<file path="src/design/fwsr_pkg.sv">
package fwsr_pkg;
  localparam int ADDR_W = 17;
  localparam int DATA_W = 8;
  localparam logic [7:0] RESET_CMD = 8'hF0;
  localparam logic [ADDR_W-1:0] RESET_ADDR = 17'h00000;
  localparam int POLL_BIT = 7;
  localparam int TOGGLE_BIT = 6;
  localparam int LIMIT_BIT = 5;
  localparam int TIMER_BIT = 3;
  localparam int SECTOR_BIT = 2;
  localparam int CLK_MHZ = 40;
  localparam int T_STROBE_NS = 100;
  localparam int STROBE_CYC = (T_STROBE_NS * CLK_MHZ + 999) / 1000;
  localparam int T_GAP_NS = 50;
  localparam int GAP_CYC = (T_GAP_NS * CLK_MHZ + 999) / 1000;
  localparam logic [1:0] RES_DONE = 2'h0;
  localparam logic [1:0] RES_FAIL = 2'h1;
  localparam logic [1:0] RES_SUSP = 2'h2;

  typedef struct packed {
    logic [ADDR_W-1:0] addr;
    logic [DATA_W-1:0] dout;
    logic              doutEn;
    logic              ceN;
    logic              oeN;
    logic              weN;
  } fwsr_bus_t;

  typedef struct packed {
    logic       done;
    logic [1:0] code;
    logic [7:0] data;
  } fwsr_result_t;
endpackage

</file>
<file path="src/design/fwsr_cycle.sv">
`timescale 1ns/10ps
module fwsr_cycle
  import fwsr_pkg::*;
#(
  parameter int STROBE = STROBE_CYC,
  parameter int GAP    = GAP_CYC
) (
  input  wire logic              clk,      // System clock
  input  wire logic              srst,     // Sync reset
  input  wire logic              start,    // Begin a bus cycle
  input  wire logic              isWrite,  // One for write cycle
  input  wire logic [ADDR_W-1:0] addr,     // Cycle address
  input  wire logic [DATA_W-1:0] wdata,    // Write data
  input  wire logic [DATA_W-1:0] pinData,  // Synchronised flash data
  output fwsr_pkg::fwsr_bus_t    bus,      // Flash pins
  output logic                   busy,     // Cycle in progress
  output logic                   done,     // One-cycle end pulse
  output logic [DATA_W-1:0]      rdata     // Captured read data
);
  import fwsr_pkg::*;
  // The phase counter is eight bits wide, so longer strobes cannot be served
  if (STROBE < 1 || GAP < 1 || STROBE > 255 || GAP > 255) begin : g_bad_timing
    $error("bad strobe timing");
  end
  fwsr_bus_t   next_bus;
  logic [7:0]  cnt, next_cnt;
  logic        inGap, next_inGap, next_busy, next_done;
  logic [DATA_W-1:0] next_rdata;
  always_comb begin
    next_bus = bus;
    next_cnt = cnt;
    next_inGap = inGap;
    next_busy = busy;
    next_done = 1'b0;
    next_rdata = rdata;
    if (!busy && start) begin
      next_busy = 1'b1;
      next_inGap = 1'b0;
      next_cnt = 8'(STROBE - 1);
      next_bus.addr = addr;
      next_bus.dout = wdata;
      next_bus.doutEn = isWrite;
      next_bus.ceN = 1'b0;
      next_bus.oeN = isWrite;
      next_bus.weN = !isWrite;
    end else if (busy && cnt != 8'h00) begin
      next_cnt = cnt - 8'h01;
    end else if (busy && !inGap) begin
      // Sample late in the strobe; strobe release ends the read cycle for the device
      if (!bus.oeN) next_rdata = pinData;
      next_bus.oeN = 1'b1;
      next_bus.weN = 1'b1;
      next_bus.ceN = 1'b1;
      next_inGap = 1'b1;
      next_cnt = 8'(GAP - 1);
    end else if (busy) begin
      next_bus.doutEn = 1'b0;
      next_busy = 1'b0;
      next_done = 1'b1;
    end
  end
  always_ff @(posedge clk) begin
    if (srst) begin
      bus <= '{addr: '0, dout: '0, doutEn: 1'b0, ceN: 1'b1, oeN: 1'b1, weN: 1'b1};
      cnt <= 8'h00;
      inGap <= 1'b0;
      busy <= 1'b0;
      done <= 1'b0;
      rdata <= 8'h00;
    end else begin
      bus <= next_bus;
      cnt <= next_cnt;
      inGap <= next_inGap;
      busy <= next_busy;
      done <= next_done;
      rdata <= next_rdata;
    end
  end
  chk_one_strobe: assert property (@(posedge clk) disable iff (srst)
    !(!bus.oeN && !bus.weN)) else $error("read and write strobes together");
endmodule

</file>
<file path="src/design/fwsr_poll.sv">
`timescale 1ns/10ps
// Operation
// Polarity bit valid only after last write strobe; we poll after the command.
// During program polarity bit shows inverse of bit 7 until done.
// Host reads status at the programmed address.
// Protected program shows status about 2 us then array data.
// Erase shows polarity zero, one when done or suspended.
// Host reads erase status inside a selected sector.
// All-protected erase shows status about 100 us then array data.
// Partially protected erase skips protected sectors silently.
// After polarity turns true, host takes byte data on a later read.
// First toggle bit readable anywhere after last write strobe.
// First toggle bit inverts each read while operation runs.
// First toggle bit stops inverting in erase suspend.
// First toggle bit toggles again during suspend programming.
// Second toggle bit inverts on reads to erasing sectors.
// Host reads twice, compares toggle; no change means finished.
// Toggling with limit bit high: recheck; still toggling means failure, reset.
// Host restarts with a double read after leaving monitoring.
// Limit bit high means program or erase failed.
// Programming zero to one halts and raises the limit bit.
// After limit failure host sends the reset command.
// Reset command is one write of F0 at any address.
// Erase timer bit zero while sectors may be added, then one.
// Toggle advances once per read cycle.
module fwsr_poll
  import fwsr_pkg::*;
#(
  parameter int STROBE = STROBE_CYC,
  parameter int GAP    = GAP_CYC
) (
  input  wire logic              clk,        // System clock
  input  wire logic              srst,       // Sync reset
  input  wire logic              start,      // Start a status check
  input  wire logic              useData,    // One: polarity polling, zero: toggle polling
  input  wire logic              isErase,    // Operation is an erase
  input  wire logic [ADDR_W-1:0] statusAddr, // Programmed address or selected-sector address
  input  wire logic [DATA_W-1:0] expData,    // Programmed byte
  output logic                   ready,      // Idle, accepts start
  output fwsr_pkg::fwsr_result_t result,     // Outcome, done is a pulse
  output fwsr_pkg::fwsr_bus_t    bus,        // Flash control pins
  input  wire logic [DATA_W-1:0] dqIn        // Flash data pins
);
  import fwsr_pkg::*;

  ////////////////////////////////////////////////////////////////////////////
  // Pin synchroniser: stage one feeds stage two only
  logic [DATA_W-1:0] dqMeta, dqSync;
  always_ff @(posedge clk) begin
    if (srst) begin
      dqMeta <= 8'h00;
      dqSync <= 8'h00;
    end else begin
      dqMeta <= dqIn;
      dqSync <= dqMeta;
    end
  end

  ////////////////////////////////////////////////////////////////////////////
  typedef enum logic [2:0] {
    FWSR_IDLE  = 3'b000,
    FWSR_RD1   = 3'b001,
    FWSR_RD2   = 3'b011,
    FWSR_CHK   = 3'b010,
    FWSR_FINAL = 3'b110,
    FWSR_RST   = 3'b111,
    FWSR_FIN   = 3'b100
  } fwsr_state_t;

  fwsr_state_t state, next_state;
  logic        cycStart, cycWrite, cycBusy, cycDone;
  logic [ADDR_W-1:0] cycAddr, opAddr, next_opAddr;
  logic [DATA_W-1:0] cycWdata, cycRdata, firstRd, next_firstRd, expByte, next_expByte;
  logic        dataMode, next_dataMode, eraseOp, next_eraseOp;
  logic        limitSeen, next_limitSeen, issued, next_issued;
  logic [3:0]  readCnt, next_readCnt;
  logic        rstSent, next_rstSent;
  fwsr_result_t next_result;

  fwsr_cycle #(.STROBE(STROBE), .GAP(GAP)) u_cycle (
    .clk     (clk),
    .srst    (srst),
    .start   (cycStart),
    .isWrite (cycWrite),
    .addr    (cycAddr),
    .wdata   (cycWdata),
    .pinData (dqSync),
    .bus     (bus),
    .busy    (cycBusy),
    .done    (cycDone),
    .rdata   (cycRdata)
  );

  // True when the polarity bit shows its expected value for a finished operation
  function automatic logic pollTrue(input logic erase, input logic [7:0] exp, input logic [7:0] rd);
    pollTrue = erase ? rd[POLL_BIT] : (rd[POLL_BIT] == exp[POLL_BIT]);
  endfunction

  assign ready = (state == FWSR_IDLE);

  ////////////////////////////////////////////////////////////////////////////
  always_comb begin
    next_state = state;
    next_opAddr = opAddr;
    next_firstRd = firstRd;
    next_expByte = expByte;
    next_dataMode = dataMode;
    next_eraseOp = eraseOp;
    next_limitSeen = limitSeen;
    next_issued = issued;
    next_result = result;
    next_result.done = 1'b0;
    cycStart = 1'b0;
    cycWrite = 1'b0;
    cycAddr = opAddr;
    cycWdata = 8'h00;
    next_readCnt = readCnt;
    next_rstSent = rstSent;
    // Bookkeeping for the checks below only: completed reads and a sent reset command
    if (cycDone && state != FWSR_RST && readCnt != 4'hF) next_readCnt = readCnt + 4'h1;
    if (!bus.weN && bus.dout == RESET_CMD) next_rstSent = 1'b1;
    case (state)
      FWSR_IDLE: begin
        if (start) begin
          // every check starts afresh with a first read
          next_opAddr = statusAddr;
          next_expByte = expData;
          next_dataMode = useData;
          next_eraseOp = isErase;
          next_limitSeen = 1'b0;
          next_issued = 1'b0;
          next_readCnt = 4'h0;
          next_rstSent = 1'b0;
          next_state = FWSR_RD1;
        end
      end
      FWSR_RD1: begin
        cycStart = !issued && !cycBusy;
        if (cycStart) next_issued = 1'b1;
        if (cycDone) begin
          next_firstRd = cycRdata;
          next_issued = 1'b0;
          next_state = FWSR_RD2;
        end
      end
      FWSR_RD2: begin
        cycStart = !issued && !cycBusy;
        if (cycStart) next_issued = 1'b1;
        if (cycDone) begin
          next_issued = 1'b0;
          next_state = FWSR_CHK;
        end
      end
      FWSR_CHK: begin
        if (dataMode ? pollTrue(eraseOp, expByte, cycRdata)
                     : (cycRdata[TOGGLE_BIT] == firstRd[TOGGLE_BIT])) begin
          // the byte returned is from the read after the one that showed completion
          next_state = FWSR_FINAL;
        end else if (limitSeen) begin
          next_state = FWSR_RST;
        end else if (cycRdata[LIMIT_BIT]) begin
          next_limitSeen = 1'b1; // recheck once more
          next_firstRd = cycRdata;
          next_state = FWSR_RD2;
        end else begin
          next_firstRd = cycRdata;
          next_state = FWSR_RD2;
        end
        // The first toggle bit alone does not spot suspend; erase in suspend reports through the sector bit
        if (!dataMode && eraseOp && cycRdata[TOGGLE_BIT] == firstRd[TOGGLE_BIT]
            && cycRdata[SECTOR_BIT] != firstRd[SECTOR_BIT]) begin
          next_result.code = RES_SUSP;
          next_result.data = cycRdata;
          next_state = FWSR_FIN;
        end
      end
      FWSR_FINAL: begin
        cycStart = !issued && !cycBusy;
        if (cycStart) next_issued = 1'b1;
        if (cycDone) begin
          next_result.code = RES_DONE;
          next_result.data = cycRdata;
          next_state = FWSR_FIN;
        end
      end
      FWSR_RST: begin
        cycStart = !issued && !cycBusy;
        cycWrite = 1'b1;
        cycAddr = RESET_ADDR;
        cycWdata = RESET_CMD;
        if (cycStart) next_issued = 1'b1;
        if (cycDone) begin
          next_result.code = RES_FAIL;
          next_result.data = firstRd;
          next_state = FWSR_FIN;
        end
      end
      FWSR_FIN: begin
        next_result.done = 1'b1;
        next_issued = 1'b0;
        next_state = FWSR_IDLE;
      end
      default: next_state = FWSR_IDLE;
    endcase
  end

  always_ff @(posedge clk) begin
    if (srst) begin
      state <= FWSR_IDLE;
      opAddr <= '0;
      firstRd <= 8'h00;
      expByte <= 8'h00;
      dataMode <= 1'b0;
      eraseOp <= 1'b0;
      limitSeen <= 1'b0;
      issued <= 1'b0;
      readCnt <= 4'h0;
      rstSent <= 1'b0;
      result <= '0;
    end else begin
      state <= next_state;
      opAddr <= next_opAddr;
      firstRd <= next_firstRd;
      expByte <= next_expByte;
      dataMode <= next_dataMode;
      eraseOp <= next_eraseOp;
      limitSeen <= next_limitSeen;
      issued <= next_issued;
      readCnt <= next_readCnt;
      rstSent <= next_rstSent;
      result <= next_result;
    end
  end

  ////////////////////////////////////////////////////////////////////////////
  chk_status_address: assert property (@(posedge clk) disable iff (srst)
    (!bus.oeN && state != FWSR_RST) |-> bus.addr == opAddr) else $error("status read at wrong address");
  chk_reset_value: assert property (@(posedge clk) disable iff (srst)
    (!bus.weN) |-> (bus.dout == RESET_CMD && bus.doutEn)) else $error("reset write not F0");
  chk_fail_reset: assert property (@(posedge clk) disable iff (srst)
    (result.done && result.code == RES_FAIL) |-> rstSent) else $error("fail without reset");
  chk_two_reads: assert property (@(posedge clk) disable iff (srst)
    result.done |-> readCnt >= 4'h2) else $error("outcome after fewer than two reads");
  chk_fail_needs_limit: assert property (@(posedge clk) disable iff (srst)
    (state == FWSR_CHK && next_state == FWSR_RST) |-> limitSeen) else $error("reset without limit recheck");
  chk_double_read: assert property (@(posedge clk) disable iff (srst)
    (state == FWSR_IDLE && start) |=> state == FWSR_RD1) else $error("check did not start with a first read");
  chk_done_pulse: assert property (@(posedge clk) disable iff (srst)
    result.done |=> !result.done) else $error("done longer than one cycle");
endmodule

</file>
<file path="config.mk">
export PLATFORM = sky130hd
export DESIGN_NAME = fwsr_poll
export DESIGN_NICKNAME = d
export VERILOG_FILES = /design/src/design/fwsr_pkg.sv /design/src/design/fwsr_cycle.sv /design/src/design/fwsr_poll.sv
export SDC_FILE = /design/constraint.sdc
export NUM_CORES = 1
export LEC_CHECK = 0
export ABC_AREA = 0
export BUFFER_PORTS_ARGS = -buffer_cell sky130_fd_sc_hd__buf_2
export CORE_UTILIZATION = 40
export DETAILED_ROUTE_END_ITERATION = 8
export PLACE_DENSITY_LB_ADDON = 0.12
export SLEW_MARGIN = 30
export SYNTH_ARGS = -nofsm -noshare
export SYNTH_HDL_FRONTEND = slang
export SYNTH_HIERARCHICAL = 1
export SYNTH_SLANG_ARGS = --single-unit
export TNS_END_PERCENT = 50
</file>
<file path="constraint.sdc">
create_clock -name clk -period 3.5 [get_ports clk]
set_clock_uncertainty 0.1 [all_clocks]
set_input_delay 0 -clock clk [delete_from_list [all_inputs] [get_ports clk]]
set_output_delay 0 -clock clk [all_outputs]
set_load 0.01 [all_outputs]
</file>
==> results.md, run 1 <==
Yosys:
- By area the synthesized netlist is led by sky130_fd_sc_hd__dfxtp_1 (50%), sky130_fd_sc_hd__nand2_1 (10%), sky130_fd_sc_hd__a21oi_1 (6.6%), sky130_fd_sc_hd__mux2i_1 (4.4%), sky130_fd_sc_hd__and2_1 (3.9%).
- The leading area contributor after synthesis is sky130_fd_sc_hd__dfxtp_1.
- The dominant synthesized flop cell is sky130_fd_sc_hd__dfxtp_1.
- After Yosys synthesis, XOR and XNOR cells account for 1.36% of the synthesized area.
- The share of the yosys chip area belonging to registers is 49.9%.
- After synthesis, the largest family of logic cells by area is simple AND/OR/NAND/NOR gates.
- Dividing the synthesized area by the synthesized cell count gives 8.75 µm².
- In the synthesized netlist, the cells that appear most often are sky130_fd_sc_hd__nand2_1 (115), sky130_fd_sc_hd__dfxtp_1 (108), sky130_fd_sc_hd__a21oi_1 (57).
- Counting every instance in the synthesized netlist gives 495.
- The synthesized design contains 0 enable-type register cells.
- Summing the areas of all and, or, nand and nor instances in the mapped netlist gives 25.2% of the synthesized area.
- Synthesis inferred 108 register bits.
- The area of the mapped netlist is 4330 µm².
- The top cell type's share of synthesized area is 49.9%.
- The Yosys step of the flow raised 6 warnings.
- The most repeated cell in the gate-level netlist after synthesis is sky130_fd_sc_hd__nand2_1.
- The area share of fa/ha/maj cells after synthesis is 0.578%.
- The multiplexer area fraction after synthesis is 4.65%.
- The share of async-settable or async-resettable flops after synthesis is 0%.
- The synthesized netlist devotes 13.2% of its cell area to compound gates.
- The synthesized netlist contains 52 unique library cells.

Final layout:
- The area occupied by multi-input gates is 1960 µm².
- The sequential cell area is 2160 µm².
- The number of nets at the end of the flow is 623.
- From synthesis to final layout, the design area changed by 21.1%.
- The filler cells instantiated in the layout total 1041.
- The post-route cell area is 5240 µm².
- After the flow finishes, the layout carries non-filler instances totaling 724.
- In the final layout, the share of cells above drive strength 1 is 18.5%.
- The antenna cell count is 0.
- For this run, the share of the core covered by cells in the final layout is 50.3%.

Power and ir drop:
- The overall power consumption is 2.37 mW.
- Summed over all nets, the switching power comes to 0.616 mW.
- Dividing total power by cell area gives a power density of 451 nW/µm².
- The leakage power summed over all cells is 2.08 nW.
- Combinational logic is responsible for 11.3% of the overall power.
- The part of the total power dissipated in the clock network is 33.5%.
- The switching share of power is 26.0%.
- The sequential group share of total power is 55.2%.
- The peak supply drop is 0.235 mV.
- Internal power comes to 1.75 mW.

Placement:
- The worst setup timing slack at the placement stage is 1.19 ns.
- The number of buffers added on ports is 71.
- In this run the cell area measured after placement is 4740 µm².
- Once detailed placement completed, the half-perimeter wirelength came to 5880 µm.
- The final estimated routing congestion in global placement is 0.764.
- The cell count after placement is 679.

Timing:
- The worst hold slack after final layout is 0.142 ns.
- The fraction of the cycle the final worst path needs is 66.9%.
- Counting I/O delays and the setup requirement, the final critical path takes 2.34 ns.
- The worst slew margin relative to its limit is 44.0%.
- The final-report hold violation count is 0.
- The upper clock frequency limit is 427 MHz.
- The final worst setup slack is 1.16 ns.
- The final sum of negative setup slack is 0 ns.
- The max-slew violation total from the final report was 0.
- The actual slew at the worst max-slew pin is 0.840 ns.
- The final-report setup violation count is 0.
- Setup repair after global routing left no endpoint under its margin.

Global routing:
- The first-pass GRT wire length is 15400 µm.
- In the global route stage, overall resource usage came out at 17.2%.
- The pin count of the biggest net entering global routing is 53.
- The via count of the first global-routing pass was 3311.
- For this run the aggregate overflow at the end of global routing stands at 0.
- The number of antenna violations at the first check in global routing is 0.

Setup path:
- The standard cell with the maximum stage delay on the critical path is sky130_fd_sc_hd__nor4_4.
- The type of element launching the critical path is a flip-flop.
- The critical path class is flip-flop to flip-flop.
- The kind of end point of the critical path is a flip-flop.
- The worst path arrival time is 2.48 ns.
- The maximum fanout along the worst path is 8.
- The highest cell delay on the worst timing path is 0.69 ns.
- Across all register-to-register paths, the minimum setup slack is 1.16 ns.
- The origin of the critical flop-to-flop path is u_cycle/cnt[1]$_SDFFE_PP0P_.
- The critical path data required time is 3.64 ns.
- The critical path goes through inv_1 -> ha_1 -> or3b_2 -> nor4_4 -> mux2i_1 -> nor2_1.
- The most critical setup path has its startpoint at u_cycle/cnt[1]$_SDFFE_PP0P_.
- In this design, the largest share of critical-path delay is due to simple AND/OR/NAND/NOR gates.
- The worst path buffer plus inverter count is 1.

Run status:
- The flow ran to the end, and the final reports show no timing, DRC or antenna violations.

Die:
- The core region is 10400 µm².
- For this design the top-level I/O count stands at 79.
- The height of the die is 106 µm.
- The floorplan step defined a die boundary enclosing 11200 µm².
- The floorplan has 37 rows.
- From left edge to right edge, the die measures 106 µm.
- The starting utilization of the core area is 41.6%.

Clock tree:
- The clock latency on the worst-skew pair is 0.37 ns.
- TritonCTS built the clock tree.
- The clock tree synthesis step divided the H-tree into 3 levels.
- The cell sitting at the root of the clock tree is a sky130_fd_sc_hd__clkbuf_8.
- The number of clock sinks is 108.
- The clock passes through at most 2 buffers.
- For this design, the CTS-stage hold fixing added 29 buffers.
- The register clock-pin slew on the reported worst setup and hold paths is 0.10 ns.
- The number of gates given a new drive strength after cts is 0.
- The number of buffers inserted to repair setup after CTS is 0.
- Clock tree synthesis inserted a total of 9 buffers.

Min path:
- The worst hold path begins at srst.
- In this run the worst hold path is classified as input pin to flip-flop.

Detailed routing:
- After the first detailed-routing iteration, the DRC count stood at 219.
- In the routed design, unresolved DRC markers number 0.
- The routed layout has 3460 vias.
- The average detailed-routed wire length per instance is 12.3 µm.
- The final wirelength is 8930 µm.
- After detailed routing, the number of vias per cell comes to 4.78.
- The final antenna-violating net count is 0.
- The iteration count of the initial detailed-routing pass is 5.

Flow run:
- The number of maximum-capacitance constraint violations is 0.
==> placed cells by master, fill, tap and decap left out, types with 2 or more instances in the layout <==
master and instances:
sky130_fd_sc_hd__dlygate4sd3_1 29, sky130_fd_sc_hd__nor2_1 20, sky130_fd_sc_hd__a211oi_1 12, sky130_fd_sc_hd__xnor2_1 3, sky130_fd_sc_hd__nand3_1 4, sky130_fd_sc_hd__conb_1 4
sky130_fd_sc_hd__o21ai_0 2, sky130_fd_sc_hd__a31o_2 2, sky130_fd_sc_hd__a21oi_1 57, sky130_fd_sc_hd__a31oi_1 2, sky130_fd_sc_hd__dfxtp_1 108, sky130_fd_sc_hd__inv_1 16
sky130_fd_sc_hd__nand2_1 115, sky130_fd_sc_hd__clkbuf_8 10, sky130_fd_sc_hd__or4_2 2, sky130_fd_sc_hd__and2_1 27, sky130_fd_sc_hd__a221oi_1 9, sky130_fd_sc_hd__buf_2 71
sky130_fd_sc_hd__nand2b_1 5, sky130_fd_sc_hd__inv_6 3, sky130_fd_sc_hd__buf_4 4, sky130_fd_sc_hd__nor2b_1 17, sky130_fd_sc_hd__ha_1 2, sky130_fd_sc_hd__nor3_1 11
sky130_fd_sc_hd__nand4_1 2, sky130_fd_sc_hd__nor4_1 3, sky130_fd_sc_hd__mux2i_1 19
==> sequential cells by signal, indices dropped and copies added (netlist names) <==
register       count
u_cycle/cnt        8
dqSync             8
u_cycle/busy       1
result            11
limitSeen          1
eraseOp            1
u_cycle/done       1
state              3
dqMeta             8
firstRd            8
dataMode           1
opAddr            17
expByte            1
issued             1
u_cycle/rdata      8
u_cycle/bus       29
u_cycle/inGap      1
==> logic make-up after synthesis <==
group           after synthesis
mux                          20
flops                       108
other cells                   1
fa+ha+maj                     2
simple gates                220
xor+xnor                      5
buf+inv                      47
compound gates               92
==> path summary, 6_finish.rpt <==
check / end / depth (start not counted)
worst min register to register: dqSync[1]$_SDFF_PP0_ / 1
worst min-delay path: u_cycle/done$_SDFF_PP0_ / 2
worst max-delay path: u_cycle/rdata[7]$_SDFFE_PP0P_ / 6
worst max register to register: u_cycle/rdata[7]$_SDFFE_PP0P_ / 6
==> power groups by stage <==
| stage | combinational [mW] | clock [mW] | sequential (mW) |
|---|---|---|---|
| after global routing | 0.303 | 0.866 | 1.31 |
| final | 0.267 | 0.792 | 1.31 |
| after detailed placement | 0.244 | 0 | 1.33 |
| after CTS | 0.270 | 0.814 | 1.31 |
| after global placement | 0.239 | 0 | 1.33 |
| after floorplan | 0.182 | 0 | 1.33 |
==> layer usage <==
metal	wire, µm	up-vias	global-route usage (%)
met5	0	-	0
met4	123	0	6.25
met3	283	11	3.62
met2	4060	55	28.3
met1	4470	1569	22.1
li1	-	1825	-
==> cell type report <==
type	instances	share of cell area, %
Multi-Input combinational cell	343	37.4
Tap cell	136	3.25
Timing Repair Buffer	104	12.9
Clock inverter	6	1.34
Clock buffer	10	2.63
Inverter	17	1.22
Sequential cell	108	41.2
(Power assumes the default switching activity.)
==> inputs of run 2 (changes only) <==
==> constraint.sdc (replaced) <==
create_clock -name clk -period 2.1 [get_ports clk]
set_clock_uncertainty 0.1 [all_clocks]
set_input_delay 0 -clock clk [delete_from_list [all_inputs] [get_ports clk]]
set_output_delay 0 -clock clk [all_outputs]
set_load 0.01 [all_outputs]
==> results.md, run 2 (same netlist as run 1, synthesis figures left out) <==
Timing:
- The max-slew violation total from the final report is 0 (unchanged).
- The upper clock frequency limit is 504 MHz (+18%).
- The actual slew at the worst max-slew pin is 0.484 ns (-0.356 ns).
- The final-report setup violation count is 0 (unchanged).
- The fraction of the cycle the final worst path needs is 94.5% (+28 points).
- The final sum of negative setup slack is 0 ns (unchanged).
- The final-report hold violation count is 0 (unchanged).
- The minimum clock period came to 1.98 ns (-0.356 ns).
- The worst hold slack after final layout is 0.277 ns (+0.135 ns).
- The final worst setup slack is 0.116 ns (-1.04 ns).
- The worst slew margin relative to its limit is 66.9% (+23 points).
- Setup repair after global routing left no endpoint under its margin.

Global routing:
- The routing usage on met1 is 22.6% (+0.49 points).
- The met2 track demand over resource in global routing is 28.0% (-0.33 points).
- The total routing resource utilization after global routing is 17.1% (-0.042 points).
- The via count of the first global-routing pass is 3299 (-0.36%).
- The busiest layer in global routing is met2.
- The pin count of the biggest net entering global routing is 33 (-38%).
- The leftover overflow at the end of global routing is 0 (unchanged).
- The number of antenna violations at the first check in global routing was 0 (unchanged).
- The global-route track usage on met3 came to 3.19% (-0.43 points).
- The first-pass GRT wire length is 15400 µm (-0.27%).

Setup path:
- The worst path arrival time is 2.14 ns (-0.34 ns).
- The maximum fanout along the worst path is 5 (-3).
- The origin of the critical flop-to-flop path is u_cycle/cnt[3]$_SDFFE_PP0P_.
- The setup slack of the worst register-to-register path is 0.12 ns (-1.04 ns).
- The critical path data required time is 2.25 ns (-1.39 ns).
- The type of element launching the critical path is a flip-flop.
- The worst setup path is captured at a flip-flop.
- The critical path is of the flip-flop to flip-flop type.
- The worst-case reg-to-reg path depth was 4 (-2).
- The endpoint of the lowest-slack register-to-register path is u_cycle/cnt[7]$_SDFFE_PP0P_.

Detailed routing:
- The final antenna-violating net count was 0 (unchanged).
- The routed via count divided by cell count is 4.88 (+2.0%).
- The number of DRC violations after detailed-routing iteration 0 was 190 (-13%).
- The iteration count of the initial detailed-routing pass came to 7 (+2).
- The routed via count is 3598 (+4.0%).
- The final wirelength was 9310 µm (+4.2%).
- The average detailed-routed wire length per instance is 12.6 µm (+2.3%).
- The DRC violation count after routing came to 0 (unchanged).

Clock tree:
- The TritonCTS clock tree is built.
- The number of clock sinks was 108 (unchanged).
- The H-tree depth was 3 (unchanged).
- The number of buffers inserted to repair setup after CTS was 0 (unchanged).
- The maximum clock insertion buffer count is 2 (unchanged).
- The clock latency on the worst-skew pair is 0.36 ns (about the same).
- The register clock-pin slew on the reported worst setup and hold paths came to 0.11 ns (about the same).
- The number of buffers inserted during clock tree synthesis was 9 (unchanged).
- In this run the clock root is driven by a sky130_fd_sc_hd__clkbuf_8.

Min path:
- For hold timing, the worst endpoint is dqMeta[2]$_SDFF_PP0_.
- The path class of the tightest hold or removal check is input pin to flip-flop.
- The worst hold path begins at dqIn[2].
- The worst hold path stage count was 3 (+1).

Die:
- The die area is 11200 µm² (unchanged).
- The starting utilization of the core area is 41.6% (unchanged).
- The die extent in x is 106 µm (unchanged).
- The height of the die came to 106 µm (unchanged).
- The boundary pin count is 79 (unchanged).
- The area of the core is 10400 µm² (unchanged).
- The number of rows in the core area came to 37 (unchanged).

Placement:
- The HPWL after detailed placement is 6170 µm (+4.8%).
- The final estimated routing congestion in global placement was 0.770 (+0.75%).
- The worst setup timing slack at the placement stage was 0.133 ns (-1.06 ns).
- The number of buffers added on ports is 71 (unchanged).

Run status:
- The run finished with clean final reports.

Power and ir drop:
- The power density of the placed cells is 723 nW/µm² (+60%).
- The leakage power summed over all cells is 2.16 nW (+3.9%).
- The peak supply drop is 0.416 mV (+77%).
- The overall power consumption is 3.89 mW (+65%).

Final layout:
- The share of final-layout standard cells stronger than drive strength 1 is 20.8% (+2.2 points).
- The filler cell count came to 1039 (-0.19%).
- The number of flip-flops in the largest register came to 29 (unchanged).
- The synthesis-to-finish area growth is 24.4%.
- The area occupied by multi-input gates is 1970 µm² (+0.38%).
- In the layout the commonest cells are sky130_fd_sc_hd__nand2_1 (115), sky130_fd_sc_hd__dfxtp_1 (106), sky130_fd_sc_hd__buf_2 (71).
- The largest registers in the layout are u_cycle/bus x29, opAddr x17, result x11.
- The sequential cell area was 2160 µm² (+0.12%).
- The register with the most flip-flops is u_cycle/bus.
- The final standard cell utilization of the core is 51.7% (+1.4 points).
- The number of nets at the end of the flow is 637 (+2.2%).
- The leading cell type in the layout, fill and taps excluded is sky130_fd_sc_hd__nand2_1.
- The antenna cell count was 0 (unchanged).

Flow run:
- The number of maximum-capacitance constraint violations is 0 (unchanged).
run 2: how the worst max path moves through the flow:
stage                                      from                            end  slack, ns  cells after the start
floorplan           u_cycle/cnt[1]$_SDFFE_PP0P_  u_cycle/rdata[0]$_SDFFE_PP0P_       0.07                      6
global placement    u_cycle/cnt[1]$_SDFFE_PP0P_    u_cycle/cnt[7]$_SDFFE_PP0P_       0.15                      6
detailed placement  u_cycle/cnt[1]$_SDFFE_PP0P_  u_cycle/rdata[7]$_SDFFE_PP0P_       0.13                      7
CTS                 u_cycle/cnt[1]$_SDFFE_PP0P_  u_cycle/rdata[6]$_SDFFE_PP0P_       0.11                      7
global route        u_cycle/cnt[1]$_SDFFE_PP0P_  u_cycle/rdata[6]$_SDFFE_PP0P_       0.03                      7
finish              u_cycle/cnt[3]$_SDFFE_PP0P_    u_cycle/cnt[7]$_SDFFE_PP0P_       0.12                      4
run 2: per-stage QoR:
stage / cell area (µm²) / instances
2_1_floorplan: 4340 / 498
3_3_place_gp: 4880 / 692
3_5_place_dp: 4880 / 692
4_1_cts: 5370 / 738
5_1_grt: 5380 / 738
6_report: 5380 / 738
run 2: critical path, cell delays in order, from the launching register on:
cell and delay (ns):
sky130_fd_sc_hd__dfxtp_1 0.37, sky130_fd_sc_hd__or4_2 0.66, sky130_fd_sc_hd__a211oi_1 0.38, sky130_fd_sc_hd__a211oi_1 0.14, sky130_fd_sc_hd__a31o_2 0.23
run 2: final cells by class:
type / instances / share of cell area [%]
sequential: 108 / 40.2
multi-input combinational: 343 / 36.6
timing repair buffer: 118 / 15.2
tap: 136 / 3.16
clock buffer: 11 / 2.81
inverter: 17 / 1.19
clock inverter: 5 / 0.790
run 2: routing by layer:
metal	vias up	wire length [µm]	share of wire (%)
met5	-	0	0
li1	1857	-	-
met4	0	104	1.1
met1	1674	4520	49
met3	8	267	2.9
met2	59	4420	47
run 2: timing repair:
| item | CTS | global route |
|---|---|---|
| hold buffers | 30 | 0 |
| endpoints found under the hold margin | 36 | 0 |
| endpoints found under the setup margin | 0 | 17 |
| resized for setup | 0 | 4 |
run 2: power by group:
part | internal (mW) | leakage (nW) | total (mW) | switching, mW
Clock | 0.515 | 0.102 | 1.23 | 0.711
Sequential | 2.12 | 0.880 | 2.18 | 0.0521
Combinational | 0.234 | 1.18 | 0.494 | 0.259
Total | 2.87 | 2.16 | 3.89 | 1.02
